--- config.mk ---
export PLATFORM = sky130hd
export DESIGN_NAME = aol_ctrl
export DESIGN_NICKNAME = d
export VERILOG_FILES = /design/src/aol_scale.v /design/src/aol_ctrl.v
export VERILOG_INCLUDE_DIRS = /design/src
export SDC_FILE = /design/constraint.sdc
export NUM_CORES = 1
export LEC_CHECK = 0
export BUFFER_PORTS_ARGS = -buffer_cell sky130_fd_sc_hd__buf_2
export CAP_MARGIN = 15
export CORE_ASPECT_RATIO = 0.6
export CORE_UTILIZATION = 60
export CTS_CLUSTER_SIZE = 30
export DETAILED_ROUTE_END_ITERATION = 8
export PLACE_DENSITY = 0.82
export SYNTH_ARGS = -nofsm -noshare
export SYNTH_HDL_FRONTEND = slang
export SYNTH_SLANG_ARGS = --single-unit
--- constraint.sdc ---
create_clock -name i_mclk -period 12.3 [get_ports i_mclk]
set_input_delay 1.23 -clock i_mclk [delete_from_list [all_inputs] [get_ports i_mclk]]
set_output_delay 1.23 -clock i_mclk [all_outputs]
set_load 0.1 [all_outputs]
--- src/aol_map.vh ---
`ifndef AOL_MAP_VH
`define AOL_MAP_VH
// apb byte offsets
`define AOL_A_CTRL 8'h00
`define AOL_A_LO_LIM 8'h04
`define AOL_A_HI_LIM 8'h08
`define AOL_A_FLT_VAL 8'h0C
`define AOL_A_IDL_VAL 8'h10
`define AOL_A_OUT_DATA 8'h14
`define AOL_A_STATUS 8'h18
`define AOL_A_DAC_RB 8'h1C
`define AOL_A_INT_STAT 8'h20
`define AOL_A_INT_MASK 8'h24
// control register fields
`define AOL_C_LO_EN 0
`define AOL_C_HI_EN 1
`define AOL_C_FLT_EN 2
`define AOL_C_IDL_EN 3
`define AOL_C_FMT_LSB 4
`define AOL_C_FMT_MSB 5
`define AOL_C_RET_SW 6
`define AOL_CTRL_W 7
// data formats
`define AOL_FMT_OFFS 2'h0
`define AOL_FMT_SMAG 2'h1
`define AOL_FMT_TWOS 2'h2
`define AOL_FMT_SCAL 2'h3
// reset values
`define AOL_RST_CTRL 7'h00
`define AOL_RST_LO 16'h0000
`define AOL_RST_HI 16'h03E8
`define AOL_RST_VAL 16'h0000
// offset binary midpoint
`define AOL_OB_MID 17'h0_8000
// event / status bit positions
`define AOL_EV_LO 0
`define AOL_EV_HI 1
`define AOL_EV_FLT 2
`define AOL_EV_IDL 3
`define AOL_NEV 4
// divider steps for a 34-bit dividend
`define AOL_DIV_STEPS 6'h22
`endif

--- src/aol_scale.v ---
`timescale 1ns/100ps
`include "aol_map.vh"
module aol_scale #(
    parameter [15:0] DAC_FS = 16'hFFFF
) (
    input wire i_mclk, // system clock
    input wire i_rst_n, // async reset, active low
    input wire i_start, // one-cycle start pulse
    input wire signed [16:0] i_val, // decoded set value
    input wire signed [16:0] i_lo, // scale lower limit
    input wire signed [16:0] i_hi, // scale upper limit
    output reg o_busy, // conversion running
    output reg o_done, // one-cycle result pulse
    output reg [15:0] o_code // converter code
);
    wire signed [17:0] num = i_val - i_lo;
    wire signed [17:0] dnm = i_hi - i_lo;
    reg [33:0] dvd;
    reg [17:0] den;
    reg [18:0] rem;
    reg [15:0] quo;
    reg [5:0] cnt;
    wire [18:0] trial = {rem[17:0], dvd[33]};
    wire fits = trial >= {1'b0, den};
    wire [15:0] next_quo = {quo[14:0], fits};
    wire [33:0] prod = num[16:0] * DAC_FS;

    // lower limit maps to code 0, upper limit to full scale, linear between
    always @(posedge i_mclk or negedge i_rst_n) begin
        if (!i_rst_n) begin
            o_busy <= 1'b0;
            o_done <= 1'b0;
            o_code <= 16'h0000;
            dvd <= 34'h0_0000_0000;
            den <= 18'h0_0000;
            rem <= 19'h0_0000;
            quo <= 16'h0000;
            cnt <= 6'h00;
        end else begin
            o_done <= 1'b0;
            if (!o_busy && i_start) begin
                // bad span or out-of-span values clamp instead of dividing
                if (dnm <= 18'sh0_0000 || num <= 18'sh0_0000) begin
                    o_code <= 16'h0000;
                    o_done <= 1'b1;
                end else if (num >= dnm) begin
                    o_code <= DAC_FS;
                    o_done <= 1'b1;
                end else begin
                    dvd <= prod;
                    den <= dnm;
                    rem <= 19'h0_0000;
                    quo <= 16'h0000;
                    cnt <= `AOL_DIV_STEPS;
                    o_busy <= 1'b1;
                end
            end else if (o_busy) begin
                rem <= fits ? trial - {1'b0, den} : trial;
                quo <= next_quo;
                dvd <= {dvd[32:0], 1'b0};
                cnt <= cnt - 6'h01;
                if (cnt == 6'h01) begin
                    o_code <= next_quo;
                    o_done <= 1'b1;
                    o_busy <= 1'b0;
                end
            end
        end
    end
endmodule // aol_scale

--- src/aol_ctrl.v ---
// Functional notes
// - lower-limit check, off by default, raises error when value drops below limit
// - comm fault: enabled drives user fault value, else holds last output
// - comm idle: enabled drives user idle value, else holds last output
// - fault/idle options act only when retain source is software
// - non-scaled user values are plain decimal, volts or milliamps times 100
// - scaled set values are 16-bit sign-magnitude whatever the range
// - scaled: lower limit maps to range low end, upper to high end
// - four data formats, offset binary by default
// - upper-limit check raises error when value exceeds upper limit
//
// Local design decisions: the placing of the registers and the APB register port.
`timescale 1ns/100ps
`include "aol_map.vh"
module aol_ctrl #(
    parameter [15:0] DAC_FS = 16'hFFFF
) (
    input wire i_mclk, // system clock, 100 MHz
    input wire i_rst_n, // async reset, active low
    input wire i_psel, // apb select
    input wire i_penable, // apb access phase
    input wire i_pwrite, // apb direction
    input wire [7:0] i_paddr, // apb byte address
    input wire [31:0] i_pwdata, // apb write data
    output reg [31:0] o_prdata, // apb read data
    output reg o_pready, // apb ready
    output reg o_pslverr, // apb error, unmapped address
    input wire i_comm_fault, // fieldbus communication error, async level
    input wire i_comm_idle, // fieldbus idle, async level
    input wire i_smp_valid, // converter input sample strobe
    input wire [15:0] i_smp_data, // converter input sample, in data format
    output reg [15:0] o_dac_data, // code to the converter
    output reg o_dac_valid, // one-cycle strobe with new code
    output reg o_irq // level interrupt
);
    reg [`AOL_CTRL_W-1:0] ctrl;
    reg [15:0] lo_lim;
    reg [15:0] hi_lim;
    reg [15:0] flt_val;
    reg [15:0] idl_val;
    reg [15:0] out_data;
    reg [`AOL_NEV-1:0] int_stat;
    reg [`AOL_NEV-1:0] int_mask;
    reg flt_s1;
    reg flt_s2;
    reg idl_s1;
    reg idl_s2;
    reg flt_d;
    reg idl_d;
    reg lo_in;
    reg hi_in;
    reg lo_out;
    reg hi_out;
    reg lo_d;
    reg hi_d;
    reg signed [16:0] drv_val;
    reg cfg_dirty;

    wire [1:0] fmt = ctrl[`AOL_C_FMT_MSB:`AOL_C_FMT_LSB];
    wire scaled = fmt == `AOL_FMT_SCAL;
    wire ret_sw = ctrl[`AOL_C_RET_SW];

    // sign-magnitude: msb is the sign, so 16'h8000 is minus zero
    function signed [16:0] smag;
        input [15:0] v;
        begin
            smag = v[15] ? -$signed({2'b00, v[14:0]}) : $signed({2'b00, v[14:0]});
        end
    endfunction

    function signed [16:0] dec_fmt;
        input [15:0] v;
        input [1:0] f;
        begin
            case (f)
                // offset binary puts zero at the midpoint code
                `AOL_FMT_OFFS: dec_fmt = $signed({1'b0, v}) - $signed(`AOL_OB_MID);
                `AOL_FMT_SMAG: dec_fmt = smag(v);
                `AOL_FMT_TWOS: dec_fmt = $signed({v[15], v});
                default: dec_fmt = smag(v);
            endcase
        end
    endfunction

    // user limits and values: sign-magnitude when scaled, else decimal x100
    function signed [16:0] dec_user;
        input [15:0] v;
        input s;
        begin
            dec_user = s ? smag(v) : $signed({v[15], v});
        end
    endfunction

    // limits decode like user values: sign-magnitude in scaled mode, else decimal
    wire signed [16:0] lo_s = dec_user(lo_lim, scaled);
    wire signed [16:0] hi_s = dec_user(hi_lim, scaled);
    // synchronised copies of the comm pins
    wire comm_flt = flt_s2;
    wire comm_idl = idl_s2;

    // fault outranks idle; without software retain the options are ignored
    wire use_flt = comm_flt & ret_sw & ctrl[`AOL_C_FLT_EN];
    wire use_idl = ~comm_flt & comm_idl & ret_sw & ctrl[`AOL_C_IDL_EN];
    wire hold = (comm_flt | comm_idl) & ~use_flt & ~use_idl;
    wire signed [16:0] cur_val = use_flt ? dec_user(flt_val, scaled) :
                                 use_idl ? dec_user(idl_val, scaled) :
                                 dec_fmt(out_data, fmt);
    wire changed = (cur_val != drv_val) | cfg_dirty;
    wire sc_busy;
    wire sc_done;
    wire [15:0] sc_code;
    // a change during a division waits; the running result lands first, then a restart
    wire sc_start = scaled & ~hold & ~sc_busy & changed;

    aol_scale #(
        .DAC_FS(DAC_FS)
    ) u_scale (
        .i_mclk(i_mclk),
        .i_rst_n(i_rst_n),
        .i_start(sc_start),
        .i_val(cur_val),
        .i_lo(lo_s),
        .i_hi(hi_s),
        .o_busy(sc_busy),
        .o_done(sc_done),
        .o_code(sc_code)
    );

    wire signed [16:0] smp_val = dec_fmt(i_smp_data, fmt);
    // input and output side share one flag, so status cannot tell which one tripped
    wire lo_err = ctrl[`AOL_C_LO_EN] & (lo_in | lo_out);
    wire hi_err = ctrl[`AOL_C_HI_EN] & (hi_in | hi_out);
    // rising edges only: a violation that persists interrupts once, not every sample
    wire [`AOL_NEV-1:0] ev = {comm_idl & ~idl_d, comm_flt & ~flt_d,
                              hi_err & ~hi_d, lo_err & ~lo_d};

    // acc is the first access cycle; the answer follows one edge later, and any write lands on the edge after that
    wire acc = i_psel & i_penable & ~o_pready;
    wire wr_take = o_pready & i_psel & i_penable & i_pwrite;
    wire [`AOL_NEV-1:0] w1c = (wr_take && i_paddr == `AOL_A_INT_STAT) ?
                              i_pwdata[`AOL_NEV-1:0] : {`AOL_NEV{1'b0}};
    wire [`AOL_NEV-1:0] next_int_stat = (int_stat & ~w1c) | ev;
    // unmapped offsets answer with an error and read as zero
    reg hit;
    reg [31:0] rd;
    always @* begin
        hit = 1'b1;
        rd = 32'h0000_0000;
        case (i_paddr)
            `AOL_A_CTRL: rd[`AOL_CTRL_W-1:0] = ctrl;
            `AOL_A_LO_LIM: rd[15:0] = lo_lim;
            `AOL_A_HI_LIM: rd[15:0] = hi_lim;
            `AOL_A_FLT_VAL: rd[15:0] = flt_val;
            `AOL_A_IDL_VAL: rd[15:0] = idl_val;
            `AOL_A_OUT_DATA: rd[15:0] = out_data;
            `AOL_A_STATUS: rd[5:0] = {sc_busy, hold, comm_idl, comm_flt, hi_err, lo_err};
            `AOL_A_DAC_RB: rd[15:0] = o_dac_data;
            `AOL_A_INT_STAT: rd[`AOL_NEV-1:0] = int_stat;
            `AOL_A_INT_MASK: rd[`AOL_NEV-1:0] = int_mask;
            default: hit = 1'b0;
        endcase
    end

    // one wait state: pready is registered, writes land on the edge that ends the pready cycle
    always @(posedge i_mclk or negedge i_rst_n) begin
        if (!i_rst_n) begin
            o_prdata <= 32'h0000_0000;
            o_pready <= 1'b0;
            o_pslverr <= 1'b0;
        end else begin
            o_pready <= acc;
            o_pslverr <= acc & ~hit;
            if (acc && !i_pwrite) begin
                o_prdata <= rd;
            end
        end
    end

    always @(posedge i_mclk or negedge i_rst_n) begin
        if (!i_rst_n) begin
            ctrl <= `AOL_RST_CTRL;
            lo_lim <= `AOL_RST_LO;
            hi_lim <= `AOL_RST_HI;
            flt_val <= `AOL_RST_VAL;
            idl_val <= `AOL_RST_VAL;
            out_data <= `AOL_RST_VAL;
            int_mask <= {`AOL_NEV{1'b0}};
        end else begin
            // status and readback offsets are read only; writes to them are dropped
            if (wr_take) begin
                case (i_paddr)
                    `AOL_A_CTRL: ctrl <= i_pwdata[`AOL_CTRL_W-1:0];
                    `AOL_A_LO_LIM: lo_lim <= i_pwdata[15:0];
                    `AOL_A_HI_LIM: hi_lim <= i_pwdata[15:0];
                    `AOL_A_FLT_VAL: flt_val <= i_pwdata[15:0];
                    `AOL_A_IDL_VAL: idl_val <= i_pwdata[15:0];
                    `AOL_A_OUT_DATA: out_data <= i_pwdata[15:0];
                    `AOL_A_INT_MASK: int_mask <= i_pwdata[`AOL_NEV-1:0];
                    default: ;
                endcase
            end
        end
    end

    // a format or limit write forces one re-drive so the output check sees new limits
    always @(posedge i_mclk or negedge i_rst_n) begin
        if (!i_rst_n) begin
            cfg_dirty <= 1'b0;
        end else if (wr_take && (i_paddr == `AOL_A_CTRL || i_paddr == `AOL_A_LO_LIM ||
                                 i_paddr == `AOL_A_HI_LIM)) begin
            cfg_dirty <= 1'b1;
        end else if (sc_start || (!scaled && !hold)) begin
            // the write outranks the clear so a change landing with a start is not lost
            cfg_dirty <= 1'b0;
        end
    end

    // sticky events, write one to clear; a new event wins over the clear
    always @(posedge i_mclk or negedge i_rst_n) begin
        if (!i_rst_n) begin
            int_stat <= {`AOL_NEV{1'b0}};
            o_irq <= 1'b0;
        end else begin
            int_stat <= next_int_stat;
            // irq follows the next status so a clear drops it without a stale cycle
            o_irq <= |(next_int_stat & int_mask);
        end
    end

    // the comm pins are asynchronous: only the second flop feeds any logic
    always @(posedge i_mclk or negedge i_rst_n) begin
        if (!i_rst_n) begin
            flt_s1 <= 1'b0;
            flt_s2 <= 1'b0;
            idl_s1 <= 1'b0;
            idl_s2 <= 1'b0;
        end else begin
            flt_s1 <= i_comm_fault;
            flt_s2 <= flt_s1;
            idl_s1 <= i_comm_idle;
            idl_s2 <= idl_s1;
        end
    end

    // previous levels for the rising-edge events; all start low like the idle pins
    always @(posedge i_mclk or negedge i_rst_n) begin
        if (!i_rst_n) begin
            flt_d <= 1'b0;
            idl_d <= 1'b0;
            lo_d <= 1'b0;
            hi_d <= 1'b0;
        end else begin
            flt_d <= flt_s2;
            idl_d <= idl_s2;
            lo_d <= lo_err;
            hi_d <= hi_err;
        end
    end

    // output path: while hold is set no new code is started; only a division already in flight still lands
    always @(posedge i_mclk or negedge i_rst_n) begin
        if (!i_rst_n) begin
            o_dac_data <= 16'h0000;
            o_dac_valid <= 1'b0;
            drv_val <= 17'h0_0000;
        end else begin
            o_dac_valid <= 1'b0;
            // scaled: drv_val is the value that the running division started from
            if (scaled) begin
                if (sc_start) begin
                    drv_val <= cur_val;
                end
                if (sc_done) begin
                    o_dac_data <= sc_code;
                    o_dac_valid <= 1'b1;
                end
            end else if (!hold && changed) begin
                drv_val <= cur_val;
                o_dac_data <= cur_val[15:0];
                o_dac_valid <= 1'b1;
            end
        end
    end

    // input flags hold their verdict until the next sample re-evaluates them, output flags until the next driven code
    always @(posedge i_mclk or negedge i_rst_n) begin
        if (!i_rst_n) begin
            lo_in <= 1'b0;
            hi_in <= 1'b0;
            lo_out <= 1'b0;
            hi_out <= 1'b0;
        end else begin
            if (i_smp_valid) begin
                lo_in <= smp_val < lo_s;
                hi_in <= smp_val > hi_s;
            end
            // a bad output is caught when it is driven, not only when sampled back
            if (o_dac_valid) begin
                lo_out <= drv_val < lo_s;
                hi_out <= drv_val > hi_s;
            end
        end
    end
endmodule // aol_ctrl

==> impl_metrics.py, run 1 <==
metrics = {
    "route": {
        "viasPerCell": 6.548,
        "finalWirelength_um": 80210,
        "drt_pass1_iterations": 6,
        "ant_nets": 0,
        "drc_errors": 0,
        "vias": 21260,
        "wl_met1_um": 38630,
        "wl_met2_um": 29100,
        "highest_layer": "met4",
        "wl_met3_um": 11350,
        "drt_iter0_drc": 3171,
        "wl_per_cell_um": 24.71,
    },
    "worst_setup_path": {
        "rr_endpoint": "u_scale.dvd[31]",
        "endpoint_kind": "register",
        "critical_path_class": "register to register",
        "r2r-start": "ctrl[5]",
        "endpoint": "u_scale.dvd[31]",
        "reg2reg_slack_ps": 990,
        "max_stage_delay_ps": 810,
        "crit_arrival_ps": 11800,
        "critPathRequiredTime_ps": 12780,
        "path_max_fanout": 17,
        "cp_top_family": "adder cells",
        "crit_start": "ctrl[5]",
        "slowest_stage": "dfrtp_1",
        "rr_worst_depth": 35,
        "crit_cells": 35,
        "cp-start-kind": "register",
        "crit_buf_inv": 7,
    },
    "grt": {
        "grt_usage": 0.3832,
        "grt_pass1_wl_um": 122200,
        "first_global_vias": 19930,
        "grt-ovfl-total": 0,
        "grt_max_degree": 128,
        "antenna_found_initial": 5,
    },
    "worst_hold_path": {
        "holdCritStartpoint": "idl_s1",
        "hold_class": "register to register",
    },
    "placement": {
        "placed_cells": 3191,
        "io_buffers": 83,
        "dp_hpwl_um": 64550,
        "gp_congestion": 0.9914,
    },
    "sta": {
        "max_freq_ghz": 0.08839,
        "slew_viol_final": 0,
        "final.setup_skew_ps": 18.40,
        "timing.final.crit_share": 0.9198,
        "fin_hold_ws_ps": 357.8,
        "finalSetupViolCount": 0,
        "max_slew_margin": 0.2256,
        "rsz0062_at_grt": "no",
        "period_minus_slack_ps": 11310,
        "fin_setup_tns_ps": 0,
        "worst_pin_slew_ps": 1159,
        "hold_viol": 0,
    },
    "power_and_ir_drop": {
        "p_per_area_nw_per_um2": 152.5,
        "vdd_ir_drop_max_mv": 0.3315,
        "leakage_nw": 13.29,
    },
    "synthesis": {
        "ys_warn_count": 0,
        "synth_edf_count": 0,
        "synthCells": 2641,
        "dominantRegCellSynth": "dfrtp_1",
        "yosysUniqueCellTypes": 87,
        "netlist_top_cells_area": "dfrtp_1 (27%), ha_1 (13%), fa_1 (10%)",
        "ys_seq_area_frac": 0.2736,
        "postSynth.asyncResetShare": 1.000,
        "synth_area_um2": 24720,
        "avgSynthCellArea_um2": 9.362,
        "yosysTopAreaCellShare": 0.2672,
        "ys_ff_latch": 270,
        "synth_top_area_cell": "dfrtp_1",
    },
    "floorplan": {
        "die-area_um2": 42050,
        "die_h_um": 159.2,
        "row_count": 57,
        "ios": 116,
        "floorplan.initialDensity": 0.6104,
        "die_w_um": 264.1,
        "core_um2": 40510,
    },
    "cts": {
        "clk_latency_ps": 600,
        "cts_tree": "yes",
        "cts_root_buffer": "clkbuf_16",
        "clock-sinks": 270,
        "cts_hold_buffers": 0,
        "clk_pin_slew_worst_paths_ps": 70,
        "cts_setup_buffers": 0,
        "cts.repair.resized": 0,
        "cts_buffers": 27,
        "clockBufferDepth": 3,
        "cts_max_level": 1,
    },
    "final_layout": {
        "final_cell_mix": "inv_1 (318), dfrtp_1 (264), ha_1 (253), nor2_1 (182), nand2_1 (162)",
        "stdcell_count": 3246,
        "final_layout_size_suffix_gt1_frac": 0.1262,
        "syn_to_final_growth_pct": 7.090,
        "fillers": 3348,
        "final_common_cell": "inv_1",
        "nets": 3134,
    },
    "run_status": {
        "status": "completed",
    },
    "job": {
        "maxCapViolCount": 0,
    },
}
cell families (layout without fill, tap and decap cells):
group / after synthesis / count (layout) / share of synthesized area
fa+ha+maj: 380 / 380 / 0.2309
mux: 184 / 184 / 0.08269
simple gates: 616 / 616 / 0.1216
xor+xnor: 131 / 131 / 0.04640
other cells: 1 / 20 / 0.0001517
flops: 270 / 270 / 0.2736
buf+inv: 425 / 480 / 0.07130
compound gates: 634 / 634 / 0.1735
area by class of cell:
| type | instances | area (um^2) | area share |
|---|---|---|---|
| sequential | 270 | 6764 | 0.2555 |
| clock buffer | 34 | 721.9 | 0.02727 |
| inverter | 319 | 1197 | 0.04522 |
| clock inverter | 16 | 219.0 | 0.008270 |
| antenna | 4 | 10.01 | 0.0003780 |
| multi-input combinational | 1961 | 16260 | 0.6140 |
| timing repair buffer | 111 | 643.1 | 0.02429 |
| tap | 531 | 664.4 | 0.02509 |
sequential cells by signal, indices dropped and copies added, names as in the netlist, 15 cells and up:
name and count:
drv_val 17, o_dac_data 16, o_prdata 16, flt_val 16, u_scale.den 18, u_scale.dvd 34, u_scale.rem 18, lo_lim 16
u_scale.o_code 16, hi_lim 16, u_scale.quo 15, out_data 16, idl_val 16
routing by layer:
layer  global-route usage  vias up
li1                     -     9391
met1               0.6430    10510
met3               0.1165      100
met2               0.4742     1254
met4              0.05338        0
met5                    0        -
cells in the mapped netlist, drive strengths merged, types with 14 or more instances:
library cell,instances
or4,14
clkbuf,59
o21ai,161
a222oi,15
inv,318
nand3,44
o221a,16
a22oi,19
fa,127
nand2b,23
a211oi,17
nand2,163
o31ai,17
ha,253
o211ai,16
xor2,63
xnor2,68
nor4,19
a21oi,118
o21a,44
mux2i,49
nor2,184
a22o,20
buf,47
a31oi,33
dfrtp,264
and3,16
or3,25
a21o,57
nor3,43
mux2,135
nand4,23
power by group:
group / switching, mW / internal [mW] / leakage [nW]
clock network: 0.400 / 0.508 / 0.457
logic: 1.36 / 0.842 / 9.19
registers: 0.0227 / 0.906 / 3.64
stage by stage:
| step | worst slack (ps) | total power [mW] | area (um^2) | utilization |
|---|---|---|---|---|
| 6_report | 986.3 | 4.039 | 26480 | 0.6536 |
| 5_1_grt | 606.0 | 4.356 | 26480 | 0.6536 |
| 4_1_cts | 1383 | 4.013 | 26450 | 0.6530 |
| 3_5_place_dp | 1445 | 3.098 | 25510 | 0.6298 |
| 3_3_place_gp | 1508 | 3.024 | 25510 | 0.6298 |
| 2_1_floorplan | 2593 | 2.565 | 24780 | - |
worst min path at each step:
stage | endpoint | depth (start not counted)
floorplan | comm_flt | 0
global placement | comm_flt | 0
detailed placement | comm_flt | 0
CTS | comm_idl | 0
global route | comm_idl | 0
finish | comm_idl | 0
Note: power is estimated with default switching activity, not from simulation.
==> inputs of run 2 (changes only) <==
- CORE_MARGIN: default -> 1.5
- PLACE_DENSITY: 0.82 -> 0.78
==> run 2 against run 1 <==
Sequential cell count is the same. Non-clock buffer count grew 3. Final area grew 0.17%. Sequential power is essentially flat. Critical path type unchanged. Setup slack gained 200 ps. Total power grew 0.54%. Largest cell class unchanged. Critical path depth grew 5.
==> impl_metrics.py, run 2 (synthesized netlist as in run 1, its figures left out) <==
metrics = {
    "placement": {
        "gp_congestion": 1.027,
        "io_buffers": 83,
        "dp_hpwl_um": 62280,
        "placed_cells": 3195,
    },
    "power_and_ir_drop": {
        "leakage_nw": 13.32,
        "combPwrFrac": 0.544,
        "switchingPower_mw": 1.777,
        "vdd_ir_drop_max_mv": 0.3572,
        "p_int_mw": 2.283,
        "p_per_area_nw_per_um2": 153.1,
        "switching_share": 0.4377,
        "clock_power_share": 0.228,
        "pwr-share-seq": 0.229,
    },
    "worst_setup_path": {
        "cp-start-kind": "register",
        "endpoint_kind": "register",
        "critical_path_class": "register to register",
        "slowest_stage": "a2111oi_0",
        "path_max_fanout": 8,
        "critPathRequiredTime_ps": 12780,
        "max_stage_delay_ps": 930,
        "crit_top_cell": "inv_1",
        "crit_arrival_ps": 11590,
    },
    "final_layout": {
        "final_layout_size_suffix_gt1_frac": 0.1272,
        "stdcell_count": 3246,
        "nets": 3137,
        "largest-register": "u_scale.dvd",
        "multiInputGateArea_um2": 16260,
        "reg_top3": "u_scale.dvd: 34 flops, u_scale.den: 18 flops, u_scale.rem: 18 flops",
        "regArea_um2": 6764,
        "final_cell_mix": "inv_1 (318), dfrtp_1 (264), ha_1 (253), nor2_1 (182), nand2_1 (162)",
        "fillers": 3322,
        "largest_register_ff_count": 34,
        "syn_to_final_growth_pct": 7.277,
        "final_common_cell": "inv_1",
    },
    "worst_hold_path": {
        "hold_class": "register to register",
    },
    "route": {
        "ant_nets": 0,
        "vias": 21110,
        "wl_per_cell_um": 24.04,
        "drt_pass1_iterations": 9,
        "drc_errors": 0,
        "finalWirelength_um": 78030,
        "viasPerCell": 6.505,
        "drt_iter0_drc": 2619,
    },
    "cts": {
        "cts_hold_buffers": 0,
        "cts_setup_buffers": 0,
        "cts_max_level": 1,
        "clk_pin_slew_worst_paths_ps": 70,
        "clockBufferDepth": 3,
        "cts_tree": "yes",
        "clock-sinks": 270,
        "clk_latency_ps": 590,
        "cts_buffers": 27,
        "cts.repair.resized": 0,
        "cts_root_buffer": "clkbuf_16",
    },
    "run_status": {
        "status": "completed",
    },
    "grt": {
        "grt_usage": 0.3699,
        "antenna_found_initial": 3,
        "first_global_vias": 20110,
        "grt_pass1_wl_um": 119800,
        "grt-ovfl-total": 0,
        "grt_max_degree": 152,
    },
    "sta": {
        "hold_viol": 0,
        "max_freq_ghz": 0.09001,
        "rsz0062_at_grt": "no",
        "final.setup_skew_ps": 16.64,
        "timing.final.crit_share": 0.9032,
        "fin_setup_tns_ps": 0,
        "worst_pin_slew_ps": 1121,
        "period_minus_slack_ps": 11110,
        "slew_viol_final": 0,
        "finalSetupViolCount": 0,
        "max_slew_margin": 0.2506,
    },
    "floorplan": {
        "ios": 116,
        "die_h_um": 160.2,
        "die_w_um": 265.1,
        "floorplan.initialDensity": 0.6104,
        "die-area_um2": 42470,
        "row_count": 57,
        "core_um2": 40510,
    },
    "job": {
        "maxCapViolCount": 0,
    },
}
## run 2: cell count changes in the layout (fill, tap and decap cells not counted), sizes merged
| cell | change |
|---|---|
| clkbuf | -1 |
| inv | -2 |
| diode | -2 |
| bufinv | +1 |
| clkinv | +3 |
| buf | +3 |
| clkinvlp | -2 |
## run 2: critical path: cells and delay by family (launching register included)
kind                     cells  cell delay (ps)
adder cells (fa/ha/maj)      9             3850
flip-flops                   1              550
XOR/XNOR                     2              610
AO/OA/AOI/OAI               12             3460
AND/OR/NAND/NOR              7             1210
buffers and inverters       10             1300
## run 2: power by group through the flow
stage | clock network, mW | logic [mW] | registers [mW]
global route | 0.966 | 2.49 | 0.929
CTS | 0.930 | 2.17 | 0.926
floorplan | 0 | 1.55 | 1.02
global placement | 0 | 2.10 | 0.942
finish | 0.925 | 2.21 | 0.928
detailed placement | 0 | 2.15 | 0.943
## run 2: area by class of cell
type / instances / share of cell area
Multi-Input combinational cell: 1961 / 0.6130
Antenna cell: 2 / 0.0001887
Sequential cell: 270 / 0.2550
Clock inverter: 16 / 0.009293
Timing Repair Buffer: 114 / 0.02528
Clock buffer: 33 / 0.02708
Inverter: 319 / 0.04514
Tap cell: 531 / 0.02505
## run 2: final timing paths
check | from | endpoint | slack [ps] | depth (start not counted)
max in group asynchronous | i_rst_n | u_scale.cnt[4] | 10200 | 2
min in group asynchronous | i_rst_n | idl_val[10] | 660 | 1
setup / recovery | idl_val[0] | u_scale.dvd[31] | 1190 | 40
hold reg to reg | flt_s1 | comm_flt | 350 | 0
setup reg to reg | idl_val[0] | u_scale.dvd[31] | 1190 | 40
hold / removal | flt_s1 | comm_flt | 350 | 0
## run 2: metal layers
layer  track usage  up-vias  share of wire
met4       0.07247        2          0.018
met3        0.1308      119           0.15
met2        0.4605     1229           0.37
met5             0        -        0.00013
li1              -     9386              -
met1        0.5976    10380           0.46
## run 2: stage by stage
stage                     power, mW    util  cell area [um^2]  setup slack, ps  hold WS, ps
after global routing          4.381  0.6548             26520            451.8        362.6
after detailed placement      3.093  0.6308             25550             1572        340.4
after floorplan               2.565       -             24780             2593        331.2
after CTS                     4.028  0.6547             26520             1432        356.4
after global placement        3.038  0.6308             25550             1735        335.1
final                         4.060  0.6548             26520             1190        351.5
